`config.mk`:
```
export PLATFORM = sky130hd
export DESIGN_NAME = rsr_ramp_ctrl
export DESIGN_NICKNAME = d
export VERILOG_FILES = /design/src/rsr_pkg.sv /design/src/rsr_ramp_ctrl.sv
export SDC_FILE = /design/constraint.sdc
export NUM_CORES = 1
export LEC_CHECK = 0
export ABC_CLOCK_PERIOD_IN_PS = 8230
export BUFFER_PORTS_ARGS = -buffer_cell sky130_fd_sc_hd__buf_2
export CORE_MARGIN = 3
export CORE_UTILIZATION = 57
export CTS_BUF_LIST = sky130_fd_sc_hd__clkbuf_16
export DETAILED_ROUTE_END_ITERATION = 6
export GPL_ROUTABILITY_DRIVEN = 0
export PLACE_DENSITY_LB_ADDON = 0.1
export SLEW_MARGIN = 15
export SYNTH_ARGS = -nofsm -noshare
export SYNTH_HDL_FRONTEND = slang
export SYNTH_SLANG_ARGS = --single-unit
```
`constraint.sdc`:
```
create_clock -name clk_sys_i -period 8.23 [get_ports clk_sys_i]
set_input_delay 0.823 -clock clk_sys_i [delete_from_list [all_inputs] [get_ports clk_sys_i]]
set_output_delay 0.823 -clock clk_sys_i [all_outputs]
set_load 0.03 [all_outputs]
```
`src/rsr_pkg.sv`:
```
// package: constants for the reference setpoint ramp block
package rsr_pkg;
  // ************************************************************
  // register map (word offsets)
  // ************************************************************
  localparam logic [3:0] ADDR_NOMINAL = 4'h0;
  localparam logic [3:0] ADDR_MARGIN_HI = 4'h1;
  localparam logic [3:0] ADDR_MARGIN_LO = 4'h2;
  localparam logic [3:0] ADDR_OPERATION = 4'h3;
  localparam logic [3:0] ADDR_MFR_CFG = 4'h4;
  localparam logic [3:0] ADDR_SOFT_RESET = 4'h5;
  localparam logic [3:0] ADDR_STATUS = 4'h6;
  localparam logic [3:0] ADDR_DAC_CODE = 4'h7;
  // ************************************************************
  // field positions and values
  // ************************************************************
  localparam int OP_ON_BIT = 7;
  localparam int OP_MARGIN_LSB = 4;
  localparam logic [1:0] MARGIN_NOM = 2'h0;
  localparam logic [1:0] MARGIN_LOW = 2'h1;
  localparam logic [1:0] MARGIN_HIGH = 2'h2;
  localparam logic [1:0] SLEW_NOM = 2'h0;
  localparam logic [1:0] SLEW_FAST = 2'h1;
  localparam logic [1:0] SLEW_SLOW = 2'h2;
  localparam logic [8:0] CODE_RESET = 9'h000;
  localparam logic [7:0] OP_RESET = 8'h00;
  localparam logic [1:0] CFG_RESET = 2'h0;
  // ************************************************************
  // light-load mode encodings
  // ************************************************************
  localparam logic [1:0] MODE_BURST = 2'h0;
  localparam logic [1:0] MODE_SKIP = 2'h1;
  localparam logic [1:0] MODE_FCM = 2'h2;
  // ************************************************************
  // timing: step tick counts in slew ticks (slow rate is SLOW_DIV times NOM_DIV)
  // ************************************************************
  localparam logic [3:0] SLOW_DIV = 4'h8;
  localparam logic [3:0] NOM_DIV = 4'h2;
  localparam logic [3:0] FAST_DIV = 4'h1;
  typedef enum logic [1:0] {RSR_IDLE, RSR_UP, RSR_DOWN} rsr_state_t;
endpackage

```
`src/rsr_ramp_ctrl.sv`:
```
// module: reference setpoint ramp control
//
// Chosen here: the register offsets and the address-and-strobe port.
`timescale 1ns/1ps
module rsr_ramp_ctrl (
  input wire logic clk_sys_i,
  input wire logic rst_i,
  input wire logic run_i,
  input wire logic slew_tick_i,
  input wire logic sync_clk_present_i,
  input wire logic mode_pin_gnd_i,
  input wire logic mode_pin_vcc_i,
  input wire logic fb_over_110_i,
  input wire logic [3:0] reg_addr_i,
  input wire logic [15:0] reg_wdata_i,
  input wire logic reg_wr_i,
  input wire logic reg_rd_i,
  output logic [15:0] reg_rdata_o,
  output logic [8:0] dac_code_o,
  output logic ramp_active_o,
  output logic [1:0] light_load_mode_o,
  output logic top_gate_drives_o,
  output logic overvoltage_o,
  output logic loop_on_o
);
  // ************************************************************
  // pin input synchronisers
  // ************************************************************
  logic [2:0] run_s;
  logic [2:0] tick_s;
  logic [2:0] sync_s;
  logic [2:0] gnd_s;
  logic [2:0] vcc_s;
  logic [2:0] ov_s;
  always_ff @(posedge clk_sys_i or posedge rst_i) begin
    if (rst_i) begin
      run_s <= 3'h0;
      tick_s <= 3'h0;
      sync_s <= 3'h0;
      gnd_s <= 3'h0;
      vcc_s <= 3'h0;
      ov_s <= 3'h0;
    end else begin
      run_s <= {run_s[1:0], run_i};
      tick_s <= {tick_s[1:0], slew_tick_i};
      sync_s <= {sync_s[1:0], sync_clk_present_i};
      gnd_s <= {gnd_s[1:0], mode_pin_gnd_i};
      vcc_s <= {vcc_s[1:0], mode_pin_vcc_i};
      ov_s <= {ov_s[1:0], fb_over_110_i};
    end
  end
  // ************************************************************
  // filtered levels: change counts once stages two and three agree
  // ************************************************************
  logic run_f;
  logic tick_f;
  logic sync_f;
  logic gnd_f;
  logic vcc_f;
  logic ov_f;
  logic next_run_f;
  logic next_tick_f;
  logic next_sync_f;
  logic next_gnd_f;
  logic next_vcc_f;
  logic next_ov_f;
  always_comb begin
    next_run_f = (run_s[1] == run_s[2]) ? run_s[2] : run_f;
    next_tick_f = (tick_s[1] == tick_s[2]) ? tick_s[2] : tick_f;
    next_sync_f = (sync_s[1] == sync_s[2]) ? sync_s[2] : sync_f;
    next_gnd_f = (gnd_s[1] == gnd_s[2]) ? gnd_s[2] : gnd_f;
    next_vcc_f = (vcc_s[1] == vcc_s[2]) ? vcc_s[2] : vcc_f;
    next_ov_f = (ov_s[1] == ov_s[2]) ? ov_s[2] : ov_f;
  end
  always_ff @(posedge clk_sys_i or posedge rst_i) begin
    if (rst_i) begin
      run_f <= 1'b0;
      tick_f <= 1'b0;
      sync_f <= 1'b0;
      gnd_f <= 1'b0;
      vcc_f <= 1'b0;
      ov_f <= 1'b0;
    end else begin
      run_f <= next_run_f;
      tick_f <= next_tick_f;
      sync_f <= next_sync_f;
      gnd_f <= next_gnd_f;
      vcc_f <= next_vcc_f;
      ov_f <= next_ov_f;
    end
  end
  // ************************************************************
  // edge detect
  // ************************************************************
  logic run_rise;
  logic tick_rise;
  assign run_rise = next_run_f & ~run_f;
  assign tick_rise = next_tick_f & ~tick_f;
  // ************************************************************
  // register file
  // ************************************************************
  logic [8:0] nominal_setpoint_cmd;
  logic [8:0] upper_margin_setpoint;
  logic [8:0] lower_margin_setpoint;
  logic [7:0] operation;
  logic [1:0] manufacturer_settings_cmd;
  logic [8:0] next_nominal;
  logic [8:0] next_hi;
  logic [8:0] next_lo;
  logic [7:0] next_operation;
  logic [1:0] next_cfg;
  logic clear_codes;
  assign clear_codes = run_rise | (reg_wr_i && reg_addr_i == rsr_pkg::ADDR_SOFT_RESET);
  always_comb begin
    next_nominal = nominal_setpoint_cmd;
    next_hi = upper_margin_setpoint;
    next_lo = lower_margin_setpoint;
    next_operation = operation;
    next_cfg = manufacturer_settings_cmd;
    if (reg_wr_i) begin
      case (reg_addr_i)
        rsr_pkg::ADDR_NOMINAL: next_nominal = reg_wdata_i[8:0];
        rsr_pkg::ADDR_MARGIN_HI: next_hi = reg_wdata_i[8:0];
        rsr_pkg::ADDR_MARGIN_LO: next_lo = reg_wdata_i[8:0];
        rsr_pkg::ADDR_OPERATION: next_operation = reg_wdata_i[7:0];
        rsr_pkg::ADDR_MFR_CFG: next_cfg = reg_wdata_i[1:0];
        default: ;
      endcase
    end
    if (clear_codes) begin
      next_nominal = rsr_pkg::CODE_RESET;
      next_hi = rsr_pkg::CODE_RESET;
      next_lo = rsr_pkg::CODE_RESET;
    end
    if (run_rise) begin
      next_operation[rsr_pkg::OP_ON_BIT] = 1'b0;
    end
  end
  always_ff @(posedge clk_sys_i or posedge rst_i) begin
    if (rst_i) begin
      nominal_setpoint_cmd <= rsr_pkg::CODE_RESET;
      upper_margin_setpoint <= rsr_pkg::CODE_RESET;
      lower_margin_setpoint <= rsr_pkg::CODE_RESET;
      operation <= rsr_pkg::OP_RESET;
      manufacturer_settings_cmd <= rsr_pkg::CFG_RESET;
    end else begin
      nominal_setpoint_cmd <= next_nominal;
      upper_margin_setpoint <= next_hi;
      lower_margin_setpoint <= next_lo;
      operation <= next_operation;
      manufacturer_settings_cmd <= next_cfg;
    end
  end
  // ************************************************************
  // target select
  // ************************************************************
  logic [8:0] target;
  logic [1:0] margin_sel;
  assign margin_sel = operation[rsr_pkg::OP_MARGIN_LSB +: 2];
  always_comb begin
    case (margin_sel)
      rsr_pkg::MARGIN_HIGH: target = upper_margin_setpoint;
      rsr_pkg::MARGIN_LOW: target = lower_margin_setpoint;
      default: target = nominal_setpoint_cmd;
    endcase
  end
  // ************************************************************
  // step rate divider: ticks from the slew timing capacitor
  // ************************************************************
  logic [4:0] tick_cnt;
  logic [4:0] next_tick_cnt;
  logic [4:0] step_div;
  logic step_en;
  always_comb begin
    case (manufacturer_settings_cmd)
      rsr_pkg::SLEW_FAST: step_div = {1'b0, rsr_pkg::FAST_DIV};
      rsr_pkg::SLEW_SLOW: step_div = 5'(rsr_pkg::SLOW_DIV) * 5'(rsr_pkg::NOM_DIV);
      default: step_div = {1'b0, rsr_pkg::NOM_DIV};
    endcase
  end
  always_comb begin
    step_en = 1'b0;
    next_tick_cnt = tick_cnt;
    if (!ramp_active_o) begin
      next_tick_cnt = 5'h00;
    end else if (tick_rise) begin
      if (tick_cnt + 5'h01 >= step_div) begin
        step_en = 1'b1;
        next_tick_cnt = 5'h00;
      end else begin
        next_tick_cnt = tick_cnt + 5'h01;
      end
    end
  end
  // ************************************************************
  // ramp state machine
  // ************************************************************
  rsr_pkg::rsr_state_t ramp_dir;
  logic [8:0] next_dac;
  always_comb begin
    next_dac = dac_code_o;
    if (target > dac_code_o) begin
      ramp_dir = rsr_pkg::RSR_UP;
    end else if (target < dac_code_o) begin
      ramp_dir = rsr_pkg::RSR_DOWN;
    end else begin
      ramp_dir = rsr_pkg::RSR_IDLE;
    end
    case (ramp_dir)
      rsr_pkg::RSR_UP: if (step_en) next_dac = dac_code_o + 9'h001;
      rsr_pkg::RSR_DOWN: if (step_en) next_dac = dac_code_o - 9'h001;
      default: ;
    endcase
  end
  always_ff @(posedge clk_sys_i or posedge rst_i) begin
    if (rst_i) begin
      dac_code_o <= rsr_pkg::CODE_RESET;
      tick_cnt <= 5'h00;
    end else begin
      dac_code_o <= next_dac;
      tick_cnt <= next_tick_cnt;
    end
  end
  assign ramp_active_o = (dac_code_o != target);
  // ************************************************************
  // light-load mode and protection
  // ************************************************************
  logic [1:0] pin_mode;
  always_comb begin
    if (vcc_f) begin
      pin_mode = rsr_pkg::MODE_FCM;
    end else if (gnd_f) begin
      pin_mode = rsr_pkg::MODE_BURST;
    end else begin
      pin_mode = rsr_pkg::MODE_SKIP;
    end
  end
  logic [1:0] next_mode;
  logic next_gate;
  always_comb begin
    next_mode = pin_mode;
    if (sync_f) next_mode = rsr_pkg::MODE_FCM;
    if (ramp_active_o) next_mode = rsr_pkg::MODE_FCM;
    next_gate = ov_f;
  end
  always_ff @(posedge clk_sys_i or posedge rst_i) begin
    if (rst_i) begin
      light_load_mode_o <= rsr_pkg::MODE_BURST;
      top_gate_drives_o <= 1'b0;
      overvoltage_o <= 1'b0;
    end else begin
      light_load_mode_o <= next_mode;
      top_gate_drives_o <= next_gate;
      overvoltage_o <= next_gate;
    end
  end
  // ************************************************************
  // loop enable
  // ************************************************************
  assign loop_on_o = operation[rsr_pkg::OP_ON_BIT] & run_f;
  // ************************************************************
  // read port
  // ************************************************************
  logic [15:0] next_rdata;
  always_comb begin
    next_rdata = 16'h0000;
    if (reg_rd_i) begin
      case (reg_addr_i)
        rsr_pkg::ADDR_NOMINAL: next_rdata = {7'h00, nominal_setpoint_cmd};
        rsr_pkg::ADDR_MARGIN_HI: next_rdata = {7'h00, upper_margin_setpoint};
        rsr_pkg::ADDR_MARGIN_LO: next_rdata = {7'h00, lower_margin_setpoint};
        rsr_pkg::ADDR_OPERATION: next_rdata = {8'h00, operation};
        rsr_pkg::ADDR_MFR_CFG: next_rdata = {14'h0000, manufacturer_settings_cmd};
        rsr_pkg::ADDR_STATUS: next_rdata = {11'h000, overvoltage_o, light_load_mode_o, run_f, ramp_active_o};
        rsr_pkg::ADDR_DAC_CODE: next_rdata = {7'h00, dac_code_o};
        default: next_rdata = 16'h0000;
      endcase
    end
  end
  always_ff @(posedge clk_sys_i or posedge rst_i) begin
    if (rst_i) begin
      reg_rdata_o <= 16'h0000;
    end else begin
      reg_rdata_o <= next_rdata;
    end
  end
endmodule

```
==> out/metrics.cfg <==
[sta]
setup_tns_ns = 0
fin_crit_sh = 0.522
relSlewSlack = 0.538
timing.final.hold_violations = 0
worst_pin_slew_ns = 0.693
final-max-slew-violation-count = 0
rsz0062_at_grt = false
fin_skew_ns = 0.00648
setup_viol = 0
min_period_ns = 4.30
fmax_mhz = 233

[logic_synthesis]
syn_area_um2 = 4640
synthFlopType = dfrtp_1
synth_seq_cells = 87
yosysWarningCount = 0
syn_inst = 400
ys_seq_area_frac = 0.469
synth_edf_count = 0
avgSynthCellArea_um2 = 11.6
synthArstFlopShare = 1.00
ys_types = 61

[detailed_routing]
dr_total_vias = 3261
drt_wl_total_um = 10200
ant_nets = 0
post-route-drc-count = 0
dr.first_iter.drc_count = 196
viasPerCell = 5.92
wl_per_cell_um = 18.4
dr.pass1.iters = 5

[min_path]
hp-class = flop to flop

[worst_setup_path]
max_stage_delay_ns = 0.65
crit_chain = inv_1, ha_1, o21ai_0, ha_1, nand3_1, o21bai_1, a31oi_1, or2_2, inv_1, ha_1, nor2b_1, o31a_1, a221oi_2, nor3_1, nor3_2, xnor2_1
crit_required_ns = 8.49
cpMostUsedCell = ha_1
path_class = flop to flop
startpoint_type = flop
critPathMaxFanout = 18
end_kind = flop
slowest_stage = ha_1
critical_path_arrival_ns = 4.56

[die]
ios = 61
die_y_um = 96.2
initial_core_util = 0.594
row_count = 32
design.core.area_um2 = 7810
dieArea_um2 = 9260
die_w_um = 96.2

[cts]
cts_setup_buffers = 0
clkLatencyLatePin_ns = 0.33
cts_buffers = 9
cts_root_buf = clkbuf_16
cts_tree = built
hold_buffers = 0
path_clk_slew_ns = 0.07
post_cts_resized = 0
htreeDepth = 3
clk_path_buf_depth = 2
clkSinkCount = 87

[global_routing]
grt-ovfl-total = 0
grt_pass1_wl_um = 16300
antenna_found_initial = 0
grt_pass1_vias = 3242
track_usage = 0.234
grt_max_degree = 50

[layout]
n_fill_cell = 600
multi_input_area_um2 = 2270
layout-drive-gt1-share = 0.267
regArea_um2 = 2180
final_nets = 499
stdcell_area_um2 = 5190
syn_to_final_growth_pct = 11.9
antenna_cells = 0

[pwr]
vdd_ir_drop_max_v = 0.000153
p_per_area_nw_per_um2 = 343
swShare = 0.389
switchingPower_mw = 0.693
leakage_nw = 2.38
p_int_mw = 1.09
clockPowerShare = 0.229
power_frac_seq = 0.337
comb_power_share = 0.433

[place]
io_buffers = 46
post_dp_cell_area_um2 = 4900
place_hpwl_um = 7000

[outcome]
run_status = finished clean

[run]
maxCapViolCount = 0

## power by group through the flow
stage / Sequential, mW / Combinational (mW) / Clock, mW
floorplan: 0.623 / 0.590 / 0
global placement: 0.606 / 0.746 / 0
detailed placement: 0.609 / 0.763 / 0
CTS: 0.602 / 0.776 / 0.412
global route: 0.613 / 0.867 / 0.431
finish: 0.601 / 0.772 / 0.409
## critical path: cells and delay by family (launching register included)
family	cells	cell delay (ns)
adder cells (fa/ha/maj)	3	1.32
AO/OA/AOI/OAI	5	1.12
XOR/XNOR	1	0.13
AND/OR/NAND/NOR	5	0.95
flip-flops	1	0.42
buffers and inverters	2	0.27
## registers in the layout, summed over array words and instances, names as in the netlist
name and flops:
tick_s 3, light_load_mode_o 2, vcc_s 3, lower_margin_setpoint 9
upper_margin_setpoint 9, overvoltage_o 1, ov_s 3, sync_f 1
vcc_f 1, gnd_f 1, nominal_setpoint_cmd 9, sync_s 3
tick_cnt 5, run_f 1, next_gate 1, operation 8
run_s 3, tick_f 1, manufacturer_settings_cmd 2, dac_code_o 9
gnd_s 3, reg_rdata_o 9
## through the flow
stage | hold slack, ns | setup WS [ns] | util | instances | total power [mW]
floorplan | 0.331 | 4.45 | - | 406 | 1.21
detailed placement | 0.341 | 4.00 | 0.627 | 535 | 1.37
global placement | 0.334 | 4.02 | 0.627 | 535 | 1.35
CTS | 0.356 | 3.97 | 0.665 | 551 | 1.79
finish | 0.353 | 3.93 | 0.665 | 551 | 1.78
global route | 0.360 | 3.57 | 0.665 | 551 | 1.91
## cell usage in the layout, fill, tap and decap left out, types with 4 or more instances in the layout
cell type,netlist,routed
mux2_2,14,14
inv_1,19,18
a21oi_1,17,17
nor2_1,15,15
a22oi_1,20,20
nand2_1,31,31
xnor2_1,6,6
nor3_4,4,4
buf_2,2,46
o21ai_0,14,14
mux2_1,7,7
o21ai_1,6,6
clkbuf_16,0,9
dfrtp_1,87,87
a21o_1,4,4
mux2_4,18,18
ha_1,24,24
nor3_1,4,4
a31oi_1,5,5
and2_1,11,11
conb_1,1,7
maj3_1,5,5
nand3_1,9,9
## final timing paths
| check | startpoint | endpoint | slack (ns) | cells after the start |
|---|---|---|---|---|
| max in group asynchronous | rst_i | upper_margin_setpoint[1] | 6.61 | 3 |
| max | operation[4] | dac_code_o[8] | 3.93 | 16 |
| max reg2reg | operation[4] | dac_code_o[8] | 3.93 | 16 |
| min reg2reg | tick_s[0] | tick_s[1] | 0.35 | 0 |
| min | tick_s[0] | tick_s[1] | 0.35 | 0 |
| min in group asynchronous | rst_i | run_s[0] | 0.56 | 2 |
## final cells by class
cell class / instances / share of cell area
inverter: 21 / 0.0154
clock inverter: 7 / 0.0140
timing repair buffer: 47 / 0.0458
tap: 102 / 0.0246
sequential: 87 / 0.419
multi-input combinational: 278 / 0.438
clock buffer: 9 / 0.0434
## cells in the mapped netlist (2+ instances only)
| cell | instances | area, um^2 |
|---|---|---|
| dfrtp_1 | 87 | 2180 |
| nand2_1 | 31 | 116 |
| ha_1 | 24 | 300 |
| a22oi_1 | 20 | 150 |
| inv_1 | 19 | 71.3 |
| mux2_4 | 18 | 270 |
| a21oi_1 | 17 | 85.1 |
| nor2_1 | 15 | 56.3 |
| mux2_2 | 14 | 158 |
| o21ai_0 | 14 | 70.1 |
| and2_1 | 11 | 68.8 |
| buf_4 | 11 | 82.6 |
| nand3_1 | 9 | 45.0 |
| mux2_1 | 7 | 78.8 |
| o21ai_1 | 6 | 30.0 |
| xnor2_1 | 6 | 52.6 |
| a31oi_1 | 5 | 31.3 |
| clkbuf_1 | 5 | 18.8 |
| maj3_1 | 5 | 50.1 |
| a21o_1 | 4 | 30.0 |
| nor3_1 | 4 | 20.0 |
| nor3_4 | 4 | 65.1 |
| a221oi_1 | 3 | 26.3 |
| a32o_1 | 3 | 30.0 |
| a32oi_1 | 3 | 26.3 |
| nand2b_1 | 3 | 18.8 |
| o21a_1 | 3 | 22.5 |
| o21ai_4 | 3 | 48.8 |
| o31ai_1 | 3 | 22.5 |
| xor2_1 | 3 | 26.3 |
| a31oi_4 | 2 | 42.5 |
| and2b_1 | 2 | 15.0 |
| buf_2 | 2 | 10.0 |
| buf_6 | 2 | 22.5 |
| inv_2 | 2 | 7.51 |
| nand2_2 | 2 | 12.5 |
| nor2b_1 | 2 | 12.5 |
| nor4_1 | 2 | 12.5 |
| or2_2 | 2 | 12.5 |
## routing by layer
layer	GRT usage	share of wire	vias to the layer above
li1	-	-	1515
met1	0.325	0.45	1613
met2	0.369	0.48	118
met3	0.0328	0.056	15
met4	0.0936	0.017	0
met5	0	0	-
## cells by family after synthesis
group | synth area share
buffers and inverters | 0.0458
other | 0.000808
AND/OR/NAND/NOR | 0.120
XOR/XNOR | 0.0205
adder cells (fa/ha/maj) | 0.0798
AO/OA/AOI/OAI | 0.152
flip-flops | 0.469
multiplexers | 0.111
(Power assumes the default switching activity.)
